--- src/logic/cfr_cfg.svh ---
`ifndef CFR_CFG_SVH
`define CFR_CFG_SVH

// Register byte offsets
`define CFR_OFF_FLAGS    8'h00
`define CFR_OFF_CTRL     8'h04
`define CFR_OFF_OPB      8'h08
`define CFR_OFF_RESULT   8'h0C
`define CFR_OFF_IP       8'h10
`define CFR_OFF_STATUS   8'h14
`define CFR_OFF_VECTOR   8'h18
`define CFR_OFF_GPR      8'h20
`define CFR_OFF_SEG      8'h40
`define CFR_OFF_HALF     8'h60

// Flags word bit positions
`define CFR_BIT_CF       0
`define CFR_BIT_PF       2
`define CFR_BIT_AF       4
`define CFR_BIT_ZF       6
`define CFR_BIT_SF       7
`define CFR_BIT_TF       8
`define CFR_BIT_IF       9
`define CFR_BIT_DF       10
`define CFR_BIT_OF       11

// Flags word constants
`define CFR_FLAGS_RESET  16'h0002
`define CFR_FLAGS_FIXMSK 16'hF02A
`define CFR_FLAGS_FIXVAL 16'h0002
`define CFR_FLAGS_ARITH  16'h08D5

// Control register fields
`define CFR_CTL_OP_LSB   0
`define CFR_CTL_BYTE     3
`define CFR_CTL_DST_LSB  4
`define CFR_CTL_GO       7
`define CFR_CTL_FOP_LSB  8

// Register reset values
`define CFR_WORD_RESET   16'h0000

`endif

--- src/logic/cfr_pkg.sv ---
package cfr_pkg;

  typedef logic [15:0] cfr_word_t;

  typedef enum logic [2:0] {
    CFR_OP_ADD = 3'b000,
    CFR_OP_ADC = 3'b001,
    CFR_OP_SUB = 3'b010,
    CFR_OP_SBB = 3'b011,
    CFR_OP_AND = 3'b100,
    CFR_OP_OR  = 3'b101,
    CFR_OP_XOR = 3'b110,
    CFR_OP_CMP = 3'b111
  } cfr_alu_op_t;

  typedef enum logic [2:0] {
    CFR_WR_WORD = 3'b000,
    CFR_WR_LO   = 3'b001,
    CFR_WR_HI   = 3'b010,
    CFR_WR_SEG  = 3'b011,
    CFR_WR_IP   = 3'b100
  } cfr_wr_sel_t;

  typedef enum logic [2:0] {
    CFR_FOP_NONE = 3'b000,
    CFR_FOP_STC  = 3'b001,
    CFR_FOP_CLC  = 3'b010,
    CFR_FOP_CMC  = 3'b011,
    CFR_FOP_STD  = 3'b100,
    CFR_FOP_CLD  = 3'b101,
    CFR_FOP_STI  = 3'b110,
    CFR_FOP_CLI  = 3'b111
  } cfr_flag_op_t;

endpackage : cfr_pkg

--- src/logic/cfr_core_if.sv ---
`timescale 1ns/1ps
interface cfr_core_if;
  import cfr_pkg::*;

  cfr_alu_op_t       op;
  logic              byte_mode;
  cfr_word_t         a;
  cfr_word_t         b;
  logic              cin;
  cfr_word_t         result;
  cfr_word_t         res_flags;

  logic              wr_en;
  cfr_wr_sel_t       wr_sel;
  logic [2:0]        wr_idx;
  cfr_word_t         wr_data;
  logic              str_step;
  logic              str_word;
  logic              str_dir;
  logic [7:0][15:0]  gpr;
  logic [3:0][15:0]  seg;
  cfr_word_t         ip;

  modport alu  (input op, byte_mode, a, b, cin, output result, res_flags);
  modport regs (input wr_en, wr_sel, wr_idx, wr_data, str_step, str_word, str_dir,
                output gpr, seg, ip);
  modport core (output op, byte_mode, a, b, cin, wr_en, wr_sel, wr_idx, wr_data,
                str_step, str_word, str_dir,
                input result, res_flags, gpr, seg, ip);
endinterface : cfr_core_if

--- src/logic/cfr_core.sv ---
// What this block does
// - All state held while clock stopped
// - No minimum clock rate, fully static
// - Eight 16-bit registers, four split bytes
// - Four 16-bit segment registers
// - Instruction pointer holds next offset
// - 16-bit flags word, result and control
// - Bit 0 carry or borrow from msb
// - Bit 2 even parity of low byte
// - Bit 4 carry from low nibble
// - Bit 6 set on zero result
// - Bit 7 copies result msb
// - Bit 11 signed overflow
// - Bit 8 traps after next instruction, clears
// - Bit 9 gates maskable interrupts
// - Bit 10 chooses string decrement or increment
// - Hold acknowledge low only while hold low
//
// Chosen here: the address map and the AHB-Lite interface to the registers.
`timescale 1ns/1ps
`include "cfr_cfg.svh"
module cfr_core
  import cfr_pkg::*;
(
  input  wire logic        hclk,
  input  wire logic        hresetn,
  input  wire logic        hsel,
  input  wire logic [31:0] haddr,
  input  wire logic [1:0]  htrans,
  input  wire logic        hwrite,
  input  wire logic [2:0]  hsize,
  input  wire logic [31:0] hwdata,
  input  wire logic        hready,
  output logic      [31:0] hrdata,
  output logic             hreadyout,
  output logic             hresp,
  input  wire logic        instr_done,
  input  wire logic        intr_req,
  input  wire logic [7:0]  intr_vector,
  input  wire logic        string_step,
  input  wire logic        string_word,
  input  wire logic        hold_req,
  output logic             hold_acknowledge,
  output logic             step_trap,
  output logic             int_accept,
  output logic      [7:0]  int_vector
);

  cfr_core_if cif ();

  cfr_alu u_alu (
    .bus (cif.alu)
  );

  cfr_regs u_regs (
    .hclk    (hclk),
    .hresetn (hresetn),
    .bus     (cif.regs)
  );

  // Bus address phase capture
  logic        dp_write_reg;
  logic        dp_read_reg;
  logic [7:0]  dp_addr_reg;
  logic        ap_valid;

  assign ap_valid  = hsel && hready && htrans[1];
  assign hreadyout = 1'b1;
  assign hresp     = 1'b0;

  always_ff @(posedge hclk or negedge hresetn) begin
    if (!hresetn) begin
      dp_write_reg <= 1'b0;
      dp_read_reg  <= 1'b0;
      dp_addr_reg  <= 8'h00;
    end else begin
      dp_write_reg <= ap_valid && hwrite;
      dp_read_reg  <= ap_valid && !hwrite;
      dp_addr_reg  <= ap_valid ? haddr[7:0] : dp_addr_reg;
    end
  end

  // Address decode
  logic       hit_flags;
  logic       hit_ctrl;
  logic       hit_opb;
  logic       hit_result;
  logic       hit_ip;
  logic       hit_status;
  logic       hit_vector;
  logic       hit_gpr;
  logic       hit_seg;
  logic       hit_half;
  logic [2:0] dp_idx;

  assign dp_idx     = dp_addr_reg[4:2];
  assign hit_flags  = dp_addr_reg == `CFR_OFF_FLAGS;
  assign hit_ctrl   = dp_addr_reg == `CFR_OFF_CTRL;
  assign hit_opb    = dp_addr_reg == `CFR_OFF_OPB;
  assign hit_result = dp_addr_reg == `CFR_OFF_RESULT;
  assign hit_ip     = dp_addr_reg == `CFR_OFF_IP;
  assign hit_status = dp_addr_reg == `CFR_OFF_STATUS;
  assign hit_vector = dp_addr_reg == `CFR_OFF_VECTOR;
  // Window compare on the upper bits, word alignment on the lower two
  assign hit_gpr    = (dp_addr_reg & 8'hE3) == `CFR_OFF_GPR;
  assign hit_seg    = (dp_addr_reg & 8'hF3) == `CFR_OFF_SEG;
  assign hit_half   = (dp_addr_reg & 8'hE3) == `CFR_OFF_HALF;

  // Control word fields, taken in the write data phase
  logic         ctrl_wr;
  logic         alu_go;
  logic         alu_byte;
  logic [2:0]   alu_dst;
  cfr_alu_op_t  alu_op;
  cfr_flag_op_t flag_op;

  assign ctrl_wr  = dp_write_reg && hit_ctrl;
  assign alu_go   = ctrl_wr && hwdata[`CFR_CTL_GO];
  assign alu_byte = hwdata[`CFR_CTL_BYTE];
  assign alu_dst  = hwdata[`CFR_CTL_DST_LSB +: 3];
  assign alu_op   = cfr_alu_op_t'(hwdata[`CFR_CTL_OP_LSB +: 3]);
  assign flag_op  = ctrl_wr ? cfr_flag_op_t'(hwdata[`CFR_CTL_FOP_LSB +: 3]) : CFR_FOP_NONE;

  cfr_word_t flags_reg;
  cfr_word_t flags_next;
  cfr_word_t opb_reg;
  cfr_word_t result_reg;
  cfr_word_t dst_word;

  // Byte destination codes 0..3 pick low halves, 4..7 the high halves
  assign dst_word      = cif.gpr[alu_byte ? {1'b0, alu_dst[1:0]} : alu_dst];
  assign cif.op        = alu_op;
  assign cif.byte_mode = alu_byte;
  assign cif.a         = alu_byte ? (alu_dst[2] ? {8'h00, dst_word[15:8]}
                                                : {8'h00, dst_word[7:0]}) : dst_word;
  assign cif.b         = alu_byte ? {8'h00, opb_reg[7:0]} : opb_reg;
  assign cif.cin       = flags_reg[`CFR_BIT_CF];

  // Register file write: bus store or arithmetic writeback
  logic        bus_rf_wr;
  logic        alu_wb;
  cfr_wr_sel_t bus_sel;
  logic [2:0]  bus_idx;

  assign bus_rf_wr = dp_write_reg && (hit_gpr || hit_seg || hit_half || hit_ip);
  assign alu_wb    = alu_go && (alu_op != CFR_OP_CMP);
  assign bus_idx   = hit_half ? {1'b0, dp_idx[1:0]} : dp_idx;
  assign bus_sel   = hit_gpr ? CFR_WR_WORD :
                     hit_seg ? CFR_WR_SEG :
                     hit_ip  ? CFR_WR_IP :
                     dp_idx[2] ? CFR_WR_HI : CFR_WR_LO;

  assign cif.wr_en    = bus_rf_wr || alu_wb;
  assign cif.wr_sel   = bus_rf_wr ? bus_sel :
                        (alu_byte ? (alu_dst[2] ? CFR_WR_HI : CFR_WR_LO) : CFR_WR_WORD);
  assign cif.wr_idx   = bus_rf_wr ? bus_idx : alu_dst;
  assign cif.wr_data  = bus_rf_wr ? hwdata[15:0] : cif.result;
  assign cif.str_step = string_step;
  assign cif.str_word = string_word;
  assign cif.str_dir  = flags_reg[`CFR_BIT_DF];

  // Instruction boundary and exception sequencing
  logic   boundary;
  logic   take_step;
  logic   take_int;
  logic   step_trap_reg;
  logic   int_accept_reg;
  logic [7:0] int_vector_reg;

  assign boundary  = instr_done || alu_go;
  assign take_step = boundary && flags_reg[`CFR_BIT_TF];
  assign take_int  = boundary && !take_step && intr_req && flags_reg[`CFR_BIT_IF];

  always_comb begin
    flags_next = flags_reg;
    if (dp_write_reg && hit_flags) begin
      flags_next = hwdata[15:0];
    end
    if (alu_go) begin
      flags_next = (flags_next & ~`CFR_FLAGS_ARITH) |
                   (cif.res_flags & `CFR_FLAGS_ARITH);
    end
    case (flag_op)
      CFR_FOP_STC: flags_next[`CFR_BIT_CF] = 1'b1;
      CFR_FOP_CLC: flags_next[`CFR_BIT_CF] = 1'b0;
      CFR_FOP_CMC: flags_next[`CFR_BIT_CF] = !flags_next[`CFR_BIT_CF];
      CFR_FOP_STD: flags_next[`CFR_BIT_DF] = 1'b1;
      CFR_FOP_CLD: flags_next[`CFR_BIT_DF] = 1'b0;
      CFR_FOP_STI: flags_next[`CFR_BIT_IF] = 1'b1;
      CFR_FOP_CLI: flags_next[`CFR_BIT_IF] = 1'b0;
      default:     flags_next = flags_next;
    endcase
    if (take_step) begin
      flags_next[`CFR_BIT_TF] = 1'b0;
    end
    flags_next = (flags_next & ~`CFR_FLAGS_FIXMSK) | `CFR_FLAGS_FIXVAL;
  end

  // Pure edge-triggered state with no refresh or timeouts
  always_ff @(posedge hclk or negedge hresetn) begin
    if (!hresetn) begin
      flags_reg  <= `CFR_FLAGS_RESET;
      opb_reg    <= `CFR_WORD_RESET;
      result_reg <= `CFR_WORD_RESET;
    end else begin
      flags_reg  <= flags_next;
      opb_reg    <= (dp_write_reg && hit_opb) ? hwdata[15:0] : opb_reg;
      result_reg <= alu_go ? cif.result : result_reg;
    end
  end

  always_ff @(posedge hclk or negedge hresetn) begin
    if (!hresetn) begin
      step_trap_reg  <= 1'b0;
      int_accept_reg <= 1'b0;
      int_vector_reg <= 8'h00;
    end else begin
      step_trap_reg  <= take_step;
      int_accept_reg <= take_int;
      int_vector_reg <= take_int ? intr_vector : int_vector_reg;
    end
  end

  assign step_trap  = step_trap_reg;
  assign int_accept = int_accept_reg;
  assign int_vector = int_vector_reg;

  // Hold acknowledge rises with the request and drops one cycle after the request falls
  logic hold_seen_reg;

  always_ff @(posedge hclk or negedge hresetn) begin
    if (!hresetn) begin
      hold_seen_reg <= 1'b0;
    end else begin
      hold_seen_reg <= hold_req;
    end
  end

  assign hold_acknowledge = hold_req || hold_seen_reg;

  // Read data mux
  cfr_word_t rd_word;
  cfr_word_t half_src;

  assign half_src = cif.gpr[{1'b0, dp_idx[1:0]}];

  always_comb begin
    rd_word = 16'h0000;
    if (hit_flags) begin
      rd_word = flags_reg;
    end else if (hit_ctrl) begin
      rd_word = 16'h0000;
    end else if (hit_opb) begin
      rd_word = opb_reg;
    end else if (hit_result) begin
      rd_word = result_reg;
    end else if (hit_ip) begin
      rd_word = cif.ip;
    end else if (hit_status) begin
      rd_word = {13'h0000, int_accept_reg, step_trap_reg, hold_acknowledge};
    end else if (hit_vector) begin
      rd_word = {8'h00, int_vector_reg};
    end else if (hit_gpr) begin
      rd_word = cif.gpr[dp_idx];
    end else if (hit_seg) begin
      rd_word = cif.seg[dp_idx[1:0]];
    end else if (hit_half) begin
      rd_word = dp_idx[2] ? {8'h00, half_src[15:8]} : {8'h00, half_src[7:0]};
    end
  end

  assign hrdata = dp_read_reg ? {16'h0000, rd_word} : 32'h0000_0000;

endmodule : cfr_core

--- src/logic/cfr_alu.sv ---
`timescale 1ns/1ps
`include "cfr_cfg.svh"
module cfr_alu
  import cfr_pkg::*;
(
  cfr_core_if.alu  bus
);

  logic        is_sub;
  logic        is_logic;
  logic        cc;
  cfr_word_t   bw;
  logic [16:0] sum17;
  logic [8:0]  sum9;
  cfr_word_t   res;
  logic        cout;
  logic        msb_a;
  logic        msb_b;
  logic        msb_r;

  assign is_sub   = (bus.op == CFR_OP_SUB) || (bus.op == CFR_OP_SBB) || (bus.op == CFR_OP_CMP);
  assign is_logic = (bus.op == CFR_OP_AND) || (bus.op == CFR_OP_OR) || (bus.op == CFR_OP_XOR);
  assign cc       = ((bus.op == CFR_OP_ADC) || (bus.op == CFR_OP_SBB)) ? bus.cin : 1'b0;
  // Subtract as add of the complement; borrow is the inverted carry
  assign bw       = is_sub ? ~bus.b : bus.b;
  assign sum17    = {1'b0, bus.a} + {1'b0, bw} + {16'h0000, is_sub ^ cc};
  assign sum9     = {1'b0, bus.a[7:0]} + {1'b0, bw[7:0]} + {8'h00, is_sub ^ cc};

  always_comb begin
    case (bus.op)
      CFR_OP_AND: res = bus.a & bus.b;
      CFR_OP_OR:  res = bus.a | bus.b;
      CFR_OP_XOR: res = bus.a ^ bus.b;
      default:    res = bus.byte_mode ? {8'h00, sum9[7:0]} : sum17[15:0];
    endcase
    if (bus.byte_mode) begin
      res = {8'h00, res[7:0]};
    end
  end

  assign cout  = bus.byte_mode ? sum9[8] : sum17[16];
  assign msb_a = bus.byte_mode ? bus.a[7] : bus.a[15];
  assign msb_b = bus.byte_mode ? bw[7] : bw[15];
  assign msb_r = bus.byte_mode ? res[7] : res[15];
  assign bus.result = res;

  always_comb begin
    bus.res_flags = 16'h0000;
    bus.res_flags[`CFR_BIT_CF] = !is_logic && (cout ^ is_sub);
    bus.res_flags[`CFR_BIT_PF] = ~^res[7:0];
    bus.res_flags[`CFR_BIT_AF] = !is_logic && (bus.a[4] ^ bus.b[4] ^ res[4]);
    bus.res_flags[`CFR_BIT_ZF] = bus.byte_mode ? (res[7:0] == 8'h00)
                                               : (res == 16'h0000);
    bus.res_flags[`CFR_BIT_SF] = msb_r;
    bus.res_flags[`CFR_BIT_OF] = !is_logic && (msb_a == msb_b) && (msb_r != msb_a);
  end

endmodule : cfr_alu

--- src/logic/cfr_regs.sv ---
`timescale 1ns/1ps
`include "cfr_cfg.svh"
module cfr_regs
  import cfr_pkg::*;
(
  input  wire logic  hclk,
  input  wire logic  hresetn,
  cfr_core_if.regs   bus
);

  logic [7:0][15:0] gpr_reg;
  logic [3:0][15:0] seg_reg;
  cfr_word_t        ip_reg;
  cfr_word_t        str_delta;

  assign str_delta = bus.str_word ? 16'h0002 : 16'h0001;

  genvar gi;
  generate
    for (gi = 0; gi < 8; gi++) begin : g_gpr
      logic wr_word;
      logic wr_lo;
      logic wr_hi;
      logic str_hit;
      assign wr_word = bus.wr_en && (bus.wr_sel == CFR_WR_WORD) && (bus.wr_idx == 3'(gi));
      assign wr_lo   = bus.wr_en && (bus.wr_sel == CFR_WR_LO) && (gi < 4) &&
                       (bus.wr_idx[1:0] == 2'(gi));
      assign wr_hi   = bus.wr_en && (bus.wr_sel == CFR_WR_HI) && (gi < 4) &&
                       (bus.wr_idx[1:0] == 2'(gi));
      assign str_hit = bus.str_step && (gi >= 6);
      always_ff @(posedge hclk or negedge hresetn) begin
        if (!hresetn) begin
          gpr_reg[gi] <= `CFR_WORD_RESET;
        end else if (wr_word) begin
          gpr_reg[gi] <= bus.wr_data;
        end else if (wr_lo) begin
          gpr_reg[gi][7:0] <= bus.wr_data[7:0];
        end else if (wr_hi) begin
          gpr_reg[gi][15:8] <= bus.wr_data[7:0];
        end else if (str_hit) begin
          gpr_reg[gi] <= bus.str_dir ? gpr_reg[gi] - str_delta
                                     : gpr_reg[gi] + str_delta;
        end
      end
    end
    for (gi = 0; gi < 4; gi++) begin : g_seg
      always_ff @(posedge hclk or negedge hresetn) begin
        if (!hresetn) begin
          seg_reg[gi] <= `CFR_WORD_RESET;
        end else if (bus.wr_en && (bus.wr_sel == CFR_WR_SEG) &&
                     (bus.wr_idx[1:0] == 2'(gi))) begin
          seg_reg[gi] <= bus.wr_data;
        end
      end
    end
  endgenerate

  always_ff @(posedge hclk or negedge hresetn) begin
    if (!hresetn) begin
      ip_reg <= `CFR_WORD_RESET;
    end else if (bus.wr_en && (bus.wr_sel == CFR_WR_IP)) begin
      ip_reg <= bus.wr_data;
    end
  end

  assign bus.gpr = gpr_reg;
  assign bus.seg = seg_reg;
  assign bus.ip  = ip_reg;

endmodule : cfr_regs

--- config.mk ---
export PLATFORM = sky130hd
export DESIGN_NAME = cfr_core
export DESIGN_NICKNAME = d
export VERILOG_FILES = /design/src/logic/cfr_pkg.sv /design/src/logic/cfr_core_if.sv /design/src/logic/cfr_core.sv /design/src/logic/cfr_alu.sv /design/src/logic/cfr_regs.sv
export VERILOG_INCLUDE_DIRS = /design/src /design/src/logic
export SDC_FILE = /design/constraint.sdc
export NUM_CORES = 1
export LEC_CHECK = 0
export BUFFER_PORTS_ARGS = -buffer_cell sky130_fd_sc_hd__buf_2
export CELL_PAD_IN_SITES_DETAIL_PLACEMENT = 1
export CELL_PAD_IN_SITES_GLOBAL_PLACEMENT = 1
export CORE_UTILIZATION = 30
export DETAILED_ROUTE_END_ITERATION = 6
export PLACE_DENSITY = 0.67
export SYNTH_ARGS = -nofsm -noshare
export SYNTH_HDL_FRONTEND = slang
export SYNTH_SLANG_ARGS = --single-unit
--- constraint.sdc ---
create_clock -name hclk -period 3.6 [get_ports hclk]
set_clock_uncertainty 0.1 [all_clocks]
set_input_delay 0.72 -clock hclk [delete_from_list [all_inputs] [get_ports hclk]]
set_output_delay 0.72 -clock hclk [all_outputs]
set_load 0.01 [all_outputs]
Yosys cells after proc, flatten, opt, wreduce, memory -nomap -nowiden

Cells that the tools add are included.

$add $sub $neg: 8
Bitwise gates (word level): 9
Muxes and demuxes: 74
Reductions and logical operators: 80
Eq/ne operators: 44
Order comparisons: 4

Operator list:

| cell                                                            | number |
|---|---|
| 16-bit 2-to-1 mux                                               | 30 |
| 8-bit 2-to-1 mux                                                | 15 |
| 16-bit binary-select mux with 3-bit select                      | 2 |
| 16-bit binary-select mux with 2-bit select                      | 2 |
| 16-bit one-hot mux with 3 select lines                          | 1 |
| 1-bit logical AND                                               | 43 |
| 3-bit == test, second input constant                            | 13 |
| 16-bit adder                                                    | 2 |
| 16-bit subtractor                                               | 2 |
| 3-bit by 2-bit == test with 1-bit output, second input constant | 8 |
| 8-bit by 5-bit == test with 1-bit output, second input constant | 3 |
| 12-bit 2-to-1 mux                                               | 2 |
| 3-bit 2-to-1 mux                                                | 8 |
| 2-bit nonzero test                                              | 11 |
| 16-bit by 16-bit adder with 17-bit output                       | 1 |
| 17-bit by 1-bit adder with 17-bit output                        | 1 |
| 16-bit AND                                                      | 1 |
| 8-bit by 4-bit == test with 1-bit output, second input constant | 2 |
| 16-bit logical NOT                                              | 1 |
| 8-bit logical NOT                                               | 2 |
| 16-bit inverter                                                 | 1 |
| 16-bit bitwise OR                                               | 1 |
| 16-bit bitwise XOR                                              | 1 |
| 3-bit by 1-bit == test with 1-bit output, second input constant | 4 |
| other kinds (27)                                                | 62 |

Flip-flop bits (word level): 270
Logic and storage cells: 247
Bits of input ports: 87
Output and inout bits: 45

Logic depth before layout (Yosys ltp)

Word-level depth: 17
Depth in mapped cells: 21
Gate-level depth less buffers: 18

Cells and area by module

A second synthesis with hierarchy kept.

Cell total of the unflattened synthesis: 1802
Area total of the unflattened synthesis: 18754.2 um^2

Modules (own cells, without submodules):

| module   | instances | cells each | seq. area each (um^2) | area an instance (um^2) |
|---|---|---|---|---|
| cfr_regs | 1         | 793        | 5205.0                | 9684.3 |
| cfr_core | 1         | 646        | 1551.5                | 6627.6 |
| cfr_alu  | 1         | 363        | 0.0                   | 2442.3 |

Least setup slack after synthesis

Ideal clock, no wire load.

Path type: input to register
Start: input hwdata[1]
End: register flags_reg[6]
Path slack: -1356 ps
Stages on the path: 20
Arrival: 4761 ps
Required time: 3405 ps
Path buffers: 4
Library setup time: 95 ps
Cell sequence: clkbuf_1 -> buf_4 -> buf_4 -> nand2_2 -> buf_1 -> xnor2_1 -> fa_1 -> fa_1 -> nor2b_1 -> o211ai_1 -> a21oi_1 -> a211oi_1 -> o21ai_0 -> and2_1 -> ha_1 -> and4_1 -> nand2_1 -> a2111oi_0 -> nand4b_1 -> o31ai_1

Word-level cells in the longest chain between the ends: 13
Elaborated cells between the ends (all ways): 25
Classes of those cells: add/sub: 4; eq/ne: 7; mux: 7; bitwise: 2; reduce/logical: 5

Ends and longest elaborated chain:

| item                                                                                                | line                         | text |
|---|---|---|
| start: declaration                                                                                  | cfr_core.sv:32               | `input wire logic [31:0] hwdata,` |
| 3-bit by 2-bit == test with 1-bit output, on equally long branches                                  | cfr_alu.sv:21, cfr_alu.sv:23 |  |
| 1-bit logical OR (2 in series)                                                                      | cfr_alu.sv:21                | `assign is_sub = (bus.op == CFR_OP_SUB) \|\| (bus.op == CFR_OP_SBB) \|\| (bus.op == CFR_OP_CMP);` |
| 16-bit 2-to-1 mux                                                                                   | cfr_alu.sv:25                | `assign bw = is_sub ? ~bus.b : bus.b;` |
| 16-bit by 16-bit adder with 17-bit output or 8-bit by 8-bit adder with 9-bit output (tied branches) | cfr_alu.sv:26, cfr_alu.sv:27 |  |
| 17-bit by 1-bit adder with 17-bit output or 9-bit by 1-bit adder with 9-bit output (tied branches)  | cfr_alu.sv:26, cfr_alu.sv:27 |  |
| 16-bit 2-to-1 mux                                                                                   | cfr_alu.sv:34                | `default: res = bus.byte_mode ? {8'h00, sum9[7:0]} : sum17[15:0];` |
| 16-bit one-hot mux with 3 select lines (*)                                                          | cfr_alu.sv:30                | `case (bus.op)` |
| 16-bit 2-to-1 mux (*)                                                                               | cfr_alu.sv:36                | `if (bus.byte_mode) begin` |
| 16-bit logical NOT or 8-bit logical NOT (tied branches)                                             | cfr_alu.sv:53, cfr_alu.sv:52 |  |
| 1-bit 2-to-1 mux (*)                                                                                | cfr_alu.sv:52                | `` bus.res_flags[`CFR_BIT_ZF] = bus.byte_mode ? (res[7:0] == 8'h00) `` |
| 11-bit by 12-bit bitwise OR with 12-bit output (*)                                                  | cfr_core.sv:180              | `` flags_next = (flags_next & ~`CFR_FLAGS_ARITH) \| `` |
| 12-bit 2-to-1 mux (*)                                                                               | cfr_core.sv:179              | `if (alu_go) begin` |
| end signal: assignment                                                                              | cfr_core.sv:202              | `` flags_reg <= `CFR_FLAGS_RESET; `` |
| end signal: assignment                                                                              | cfr_core.sv:206              | `flags_reg <= flags_next;` |
| end: declaration                                                                                    | cfr_core.sv:124              | `cfr_word_t flags_reg;` |

Mark *: on every way between the ends. The rest lies on a longest branch, timed or not.
A chain may end at the register's enable or synchronous reset.

Worst setup path after layout

Start: input hwdata[4]
End: register flags_reg[6]

Word-level cells in the longest chain between the ends: 14
Elaborated cells between the ends (all ways): 20
Classes of those cells: add/sub: 4; mux: 10; bitwise: 4; reduce/logical: 2

Ends and longest elaborated chain:

| item                                                                                                | line                         | text |
|---|---|---|
| 3-bit 2-to-1 mux (*)                                                                                | cfr_core.sv:131              | `assign dst_word = cif.gpr[alu_byte ? {1'b0, alu_dst[1:0]} : alu_dst];` |
| 16-bit binary-select mux with 3-bit select (*)                                                      | cfr_core.sv:131              |  |
| 16-bit 2-to-1 mux (*)                                                                               | cfr_core.sv:131              |  |
| 8-bit 2-to-1 mux                                                                                    | cfr_core.sv:134              | `assign cif.a = alu_byte ? (alu_dst[2] ? {8'h00, dst_word[15:8]}` |
| 16-bit 2-to-1 mux (*)                                                                               | cfr_core.sv:134              |  |
| 16-bit by 16-bit adder with 17-bit output or 8-bit by 8-bit adder with 9-bit output (tied branches) | cfr_alu.sv:26, cfr_alu.sv:27 |  |
| 17-bit by 1-bit adder with 17-bit output or 9-bit by 1-bit adder with 9-bit output (tied branches)  | cfr_alu.sv:26, cfr_alu.sv:27 |  |
| 16-bit 2-to-1 mux                                                                                   | cfr_alu.sv:34                |  |
| 16-bit one-hot mux with 3 select lines (*)                                                          | cfr_alu.sv:30                |  |
| 16-bit 2-to-1 mux (*)                                                                               | cfr_alu.sv:36                |  |
| 16-bit logical NOT or 8-bit logical NOT (tied branches)                                             | cfr_alu.sv:53, cfr_alu.sv:52 |  |
| 1-bit 2-to-1 mux (*)                                                                                | cfr_alu.sv:52                |  |
| 11-bit by 12-bit bitwise OR with 12-bit output (*)                                                  | cfr_core.sv:180              |  |
| 12-bit 2-to-1 mux (*)                                                                               | cfr_core.sv:179              |  |

Mark *: on every way between the ends. The rest lies on a longest branch, timed or not. The select of a mux whose other input is x is not followed.

==> results.md <==
- Status: finished, violations left
- Failing checks: negative setup slack
- Clock sink count: 270
- Grt ovf: 0
- Hpwl dp: approximately 59 mm
- Syn Inst Count: between 1500 and 2000
- P&R area growth vs syn: 42.01%
- Tmin final: 4.065 ns
- Multi-input gate area: about 13000 um^2
- Row count: 90
- Max reg flops: ~130
- Non-Filler Instances: 3134
- EDFF count, synth: 0
- Die Height: between 200 and 250 um
- Slowest stage delay, CP: 0.39 ns
- Ys Warns: 0
- Synth Area per Inst: around 9.6 um^2
- Max Clock Freq: roughly 250 MHz
- I/O Buffers: just under 70
- Pwr Density: ~560 nW/um^2
- Final ANT Viol Nets: 0
- GRT met1 Usage: 32.10%
- Largest net degree at the start of global routing: 67
- DP Area: 22060 um^2
- CP Cell Sequence: buf_12 -> buf_12 -> mux4_2 -> mux2i_1 -> a21o_1 -> fa_2 -> fa_2 -> nor2b_4 -> o211ai_1 -> a21oi_2 -> a211oi_2 -> nor2_1 -> and2_4 -> ha_4 -> and4_1 -> nand2_2 -> a2111oi_4 -> nand4b_1 -> o31ai_1
- DR vias/cell: 5.740
- Worst setup slack after layout: -0.4652 ns
- Routed wire length: roughly 83 mm
- DR iter-0 viols: 1322
- First-pass GRT wire length: ~120 mm
- Residual DRC count: 0
- Total CTS buffers: 35
- Critical-path top delay cell: fa_2
- Largest delay share family, worst path: compound AO/OA/AOI/OAI gates
- Synth area leaders: dfrtp_1 (37%), mux4_2 (9.8%), ha_1 (5.5%), nand2_1 (5.5%), o21ai_0 (4.2%)
- GP Congestion: 0.9626
- H-tree levels: 2
- Clk_lat worst skew: 0.57 ns
- Seq cells post-synth: 270
- Most common cell after layout, fill and taps aside: buf_4
- Fin area: about 26000 um^2
- Async SR Flop Fraction: 100.0%
- Synth unique cells: 102
- Post-Route Setup TNS: -33.68 ns
- RSZ-0062 raised after global routing: yes
- Most frequent cells in the layout: buf_4 (339), dfrtp_1 (266), nand2_1 (248), nor2_1 (91), o21ai_2 (88)
- Critical path class: in2reg
- # hold bufs at CTS: 0
- Final hold slack: approximately 0.043 ns
- Post-synth top area cell: dfrtp_1
- Pleak: between 0.01 and 0.015 uW
- Total iterations of the first detailed-routing run: 5
- Slew @ Worst Pin: around 1.1 ns
- Number of diodes: 0
- Hold Crit Class: in2async
- Worst-path clk slew: 0.06 ns
- All-layer global routing usage: approximately 25%
- Width of the die: ~250 um
- Layout cell share with drive strength beyond 1: around 45%
- Clock Tree Buf Depth: 3
- Core area: a little over 60000 um^2
- Number of global-route vias before repair: 18620
- Cell area after synthesis: approximately 18000 um^2
- Final worst-path cycle share: 112.9%
- Worst setup SP type: input port
- Arrival time at the worst endpoint: ~4.4 ns
- Register area share after synthesis: a little over a third
- Busiest layer in global routing: met2
- Sequential cell area: slightly below 7000 um^2
- Placed Cells: 2990
- CP Buf/Inv Count: 2
- WL per Instance: between 20 and 30 um
- Share of the synthesized area in the top cell type: a little over a third
- Crit path max fanout: 6
- Final layout net count: between 2000 and 2500
- Initial Util: 30.42%
- Final Max Slew Viols: 0
- Initial antenna violation count: 0
- Clock Tree Root: clkbuf_16
- Via count: 17990
- Hold Violations, Final: 0
- Final setup vio count: 178
- Fillers: about 6600
- Max-cap violations: 0
- GRT met2 Usage: between 40% and 50%
- Met3 GRT Util: under 10%
- VDD IR max: approximately 0.3 mV
- Crit. End Element: flip-flop
- Worst reg-to-reg setup slack: -0.42 ns
- Die ar.: 62430 um^2
- Worst EP required: roughly 4 ns
- TritonCTS clock tree: yes
- Ys flop type: dfrtp_1
- IO Count: ~130
- Relative slew slack: 29.07%
==> timing repair <==
action                                  in CTS  in global routing
endpoints found under the setup margin     182                221
resized for setup                          267                234
setup buffers                               51                 39
hold endpoints to repair                     0                  0
gates cloned                                 5                  5
pin swaps                                   82                106
==> kinds of logic (layout without fill, tap and decap cells) <==
kind of cell / count (synthesis) / count (layout) / synth area share (%)
other: 2 / 18 / 0.04075
buffers and inverters: 211 / 631 / 5.329
flip-flops: 270 / 270 / 36.66
AO/OA/AOI/OAI: 566 / 566 / 20.05
AND/OR/NAND/NOR: 562 / 562 / 14.45
adder cells (fa/ha/maj): 85 / 85 / 5.933
XOR/XNOR: 43 / 43 / 2.043
multiplexers: 177 / 177 / 15.50
==> layer usage <==
layer / vias to the layer above / wire length [um]
met2: 697 / 39790
met1: 9272 / 33390
met4: 0 / 4202
met5: - / 0
met3: 223 / 5732
li1: 7796 / -
==> worst register-to-register path: stages, from the launching register on <==
cell	delay (ns)
dfrtp_1	0.39
mux4_2	0.49
mux2i_1	0.15
a21o_1	0.26
fa_2	0.27
fa_2	0.25
nor2b_4	0.06
buf_6	0.11
o211a_1	0.23
o21ai_2	0.21
a211oi_2	0.12
nor2_1	0.18
and2_4	0.19
ha_4	0.12
and4_1	0.18
nand2_2	0.07
a2111oi_4	0.18
nand4b_1	0.12
o31ai_1	0.23
==> path summary, 6_finish.rpt <==
check                                                     start                              to  cells after the start
worst max register to register  u_regs.bus.gpr[112]$_DFFE_PN0P_        flags_reg[6]$_DFFE_PN0P_                     18
worst max-delay path                                  hwdata[4]        flags_reg[6]$_DFFE_PN0P_                     19
worst min-delay path                                    hresetn  u_regs.bus.gpr[21]$_DFFE_PN0P_                      1
worst min register to register   u_regs.bus.seg[38]$_DFFE_PN0P_  u_regs.bus.seg[38]$_DFFE_PN0P_                      2
max in group asynchronous                               hresetn  u_regs.bus.seg[39]$_DFFE_PN0P_                      2
min in group hclk                                      hold_req         hold_seen_reg$_DFF_PN0_                      1
==> synthesized netlist by cell type, types with 41 or more instances <==
| master | count |
|---|---|
| dfrtp_1 | 270 |
| nand2_1 | 270 |
| o21ai_0 | 154 |
| nor2_1 | 111 |
| a21oi_1 | 106 |
| ha_1 | 81 |
| mux4_2 | 80 |
| inv_1 | 64 |
| clkbuf_1 | 59 |
| mux2_2 | 54 |
| o21ai_1 | 50 |
| buf_2 | 44 |
| mux2i_1 | 41 |
==> where the power goes <==
group / switching (uW) / internal (uW) / total [uW] / leakage (uW)
clock: 1500 / 2220 / 3720 / 0.000578
combinational: 3770 / 3320 / 7090 / 0.00759
sequential: 360 / 3380 / 3740 / 0.00343
total: 5630 / 8920 / 14600 / 0.0116
==> final cells by class <==
class	instances	area share [%]
Timing Repair Buffer	505	16.90
Clock inverter	14	0.8318
Sequential cell	270	25.85
Multi-Input combinational cell	1451	47.99
Clock buffer	48	3.762
Inverter	64	0.9178
Tap cell	782	3.738
==> metrics by stage <==
step	setup WS, ns	total power, uW	util [%]
final	-0.4652	14550	43.20
after global routing	-0.5685	15170	43.20
after CTS	-0.3104	13920	41.13
after detailed placement	-0.9790	9505	36.41
after global placement	-0.9492	9313	36.41
after floorplan	-0.5192	7116	-
Power figures use the tool's default switching activity.
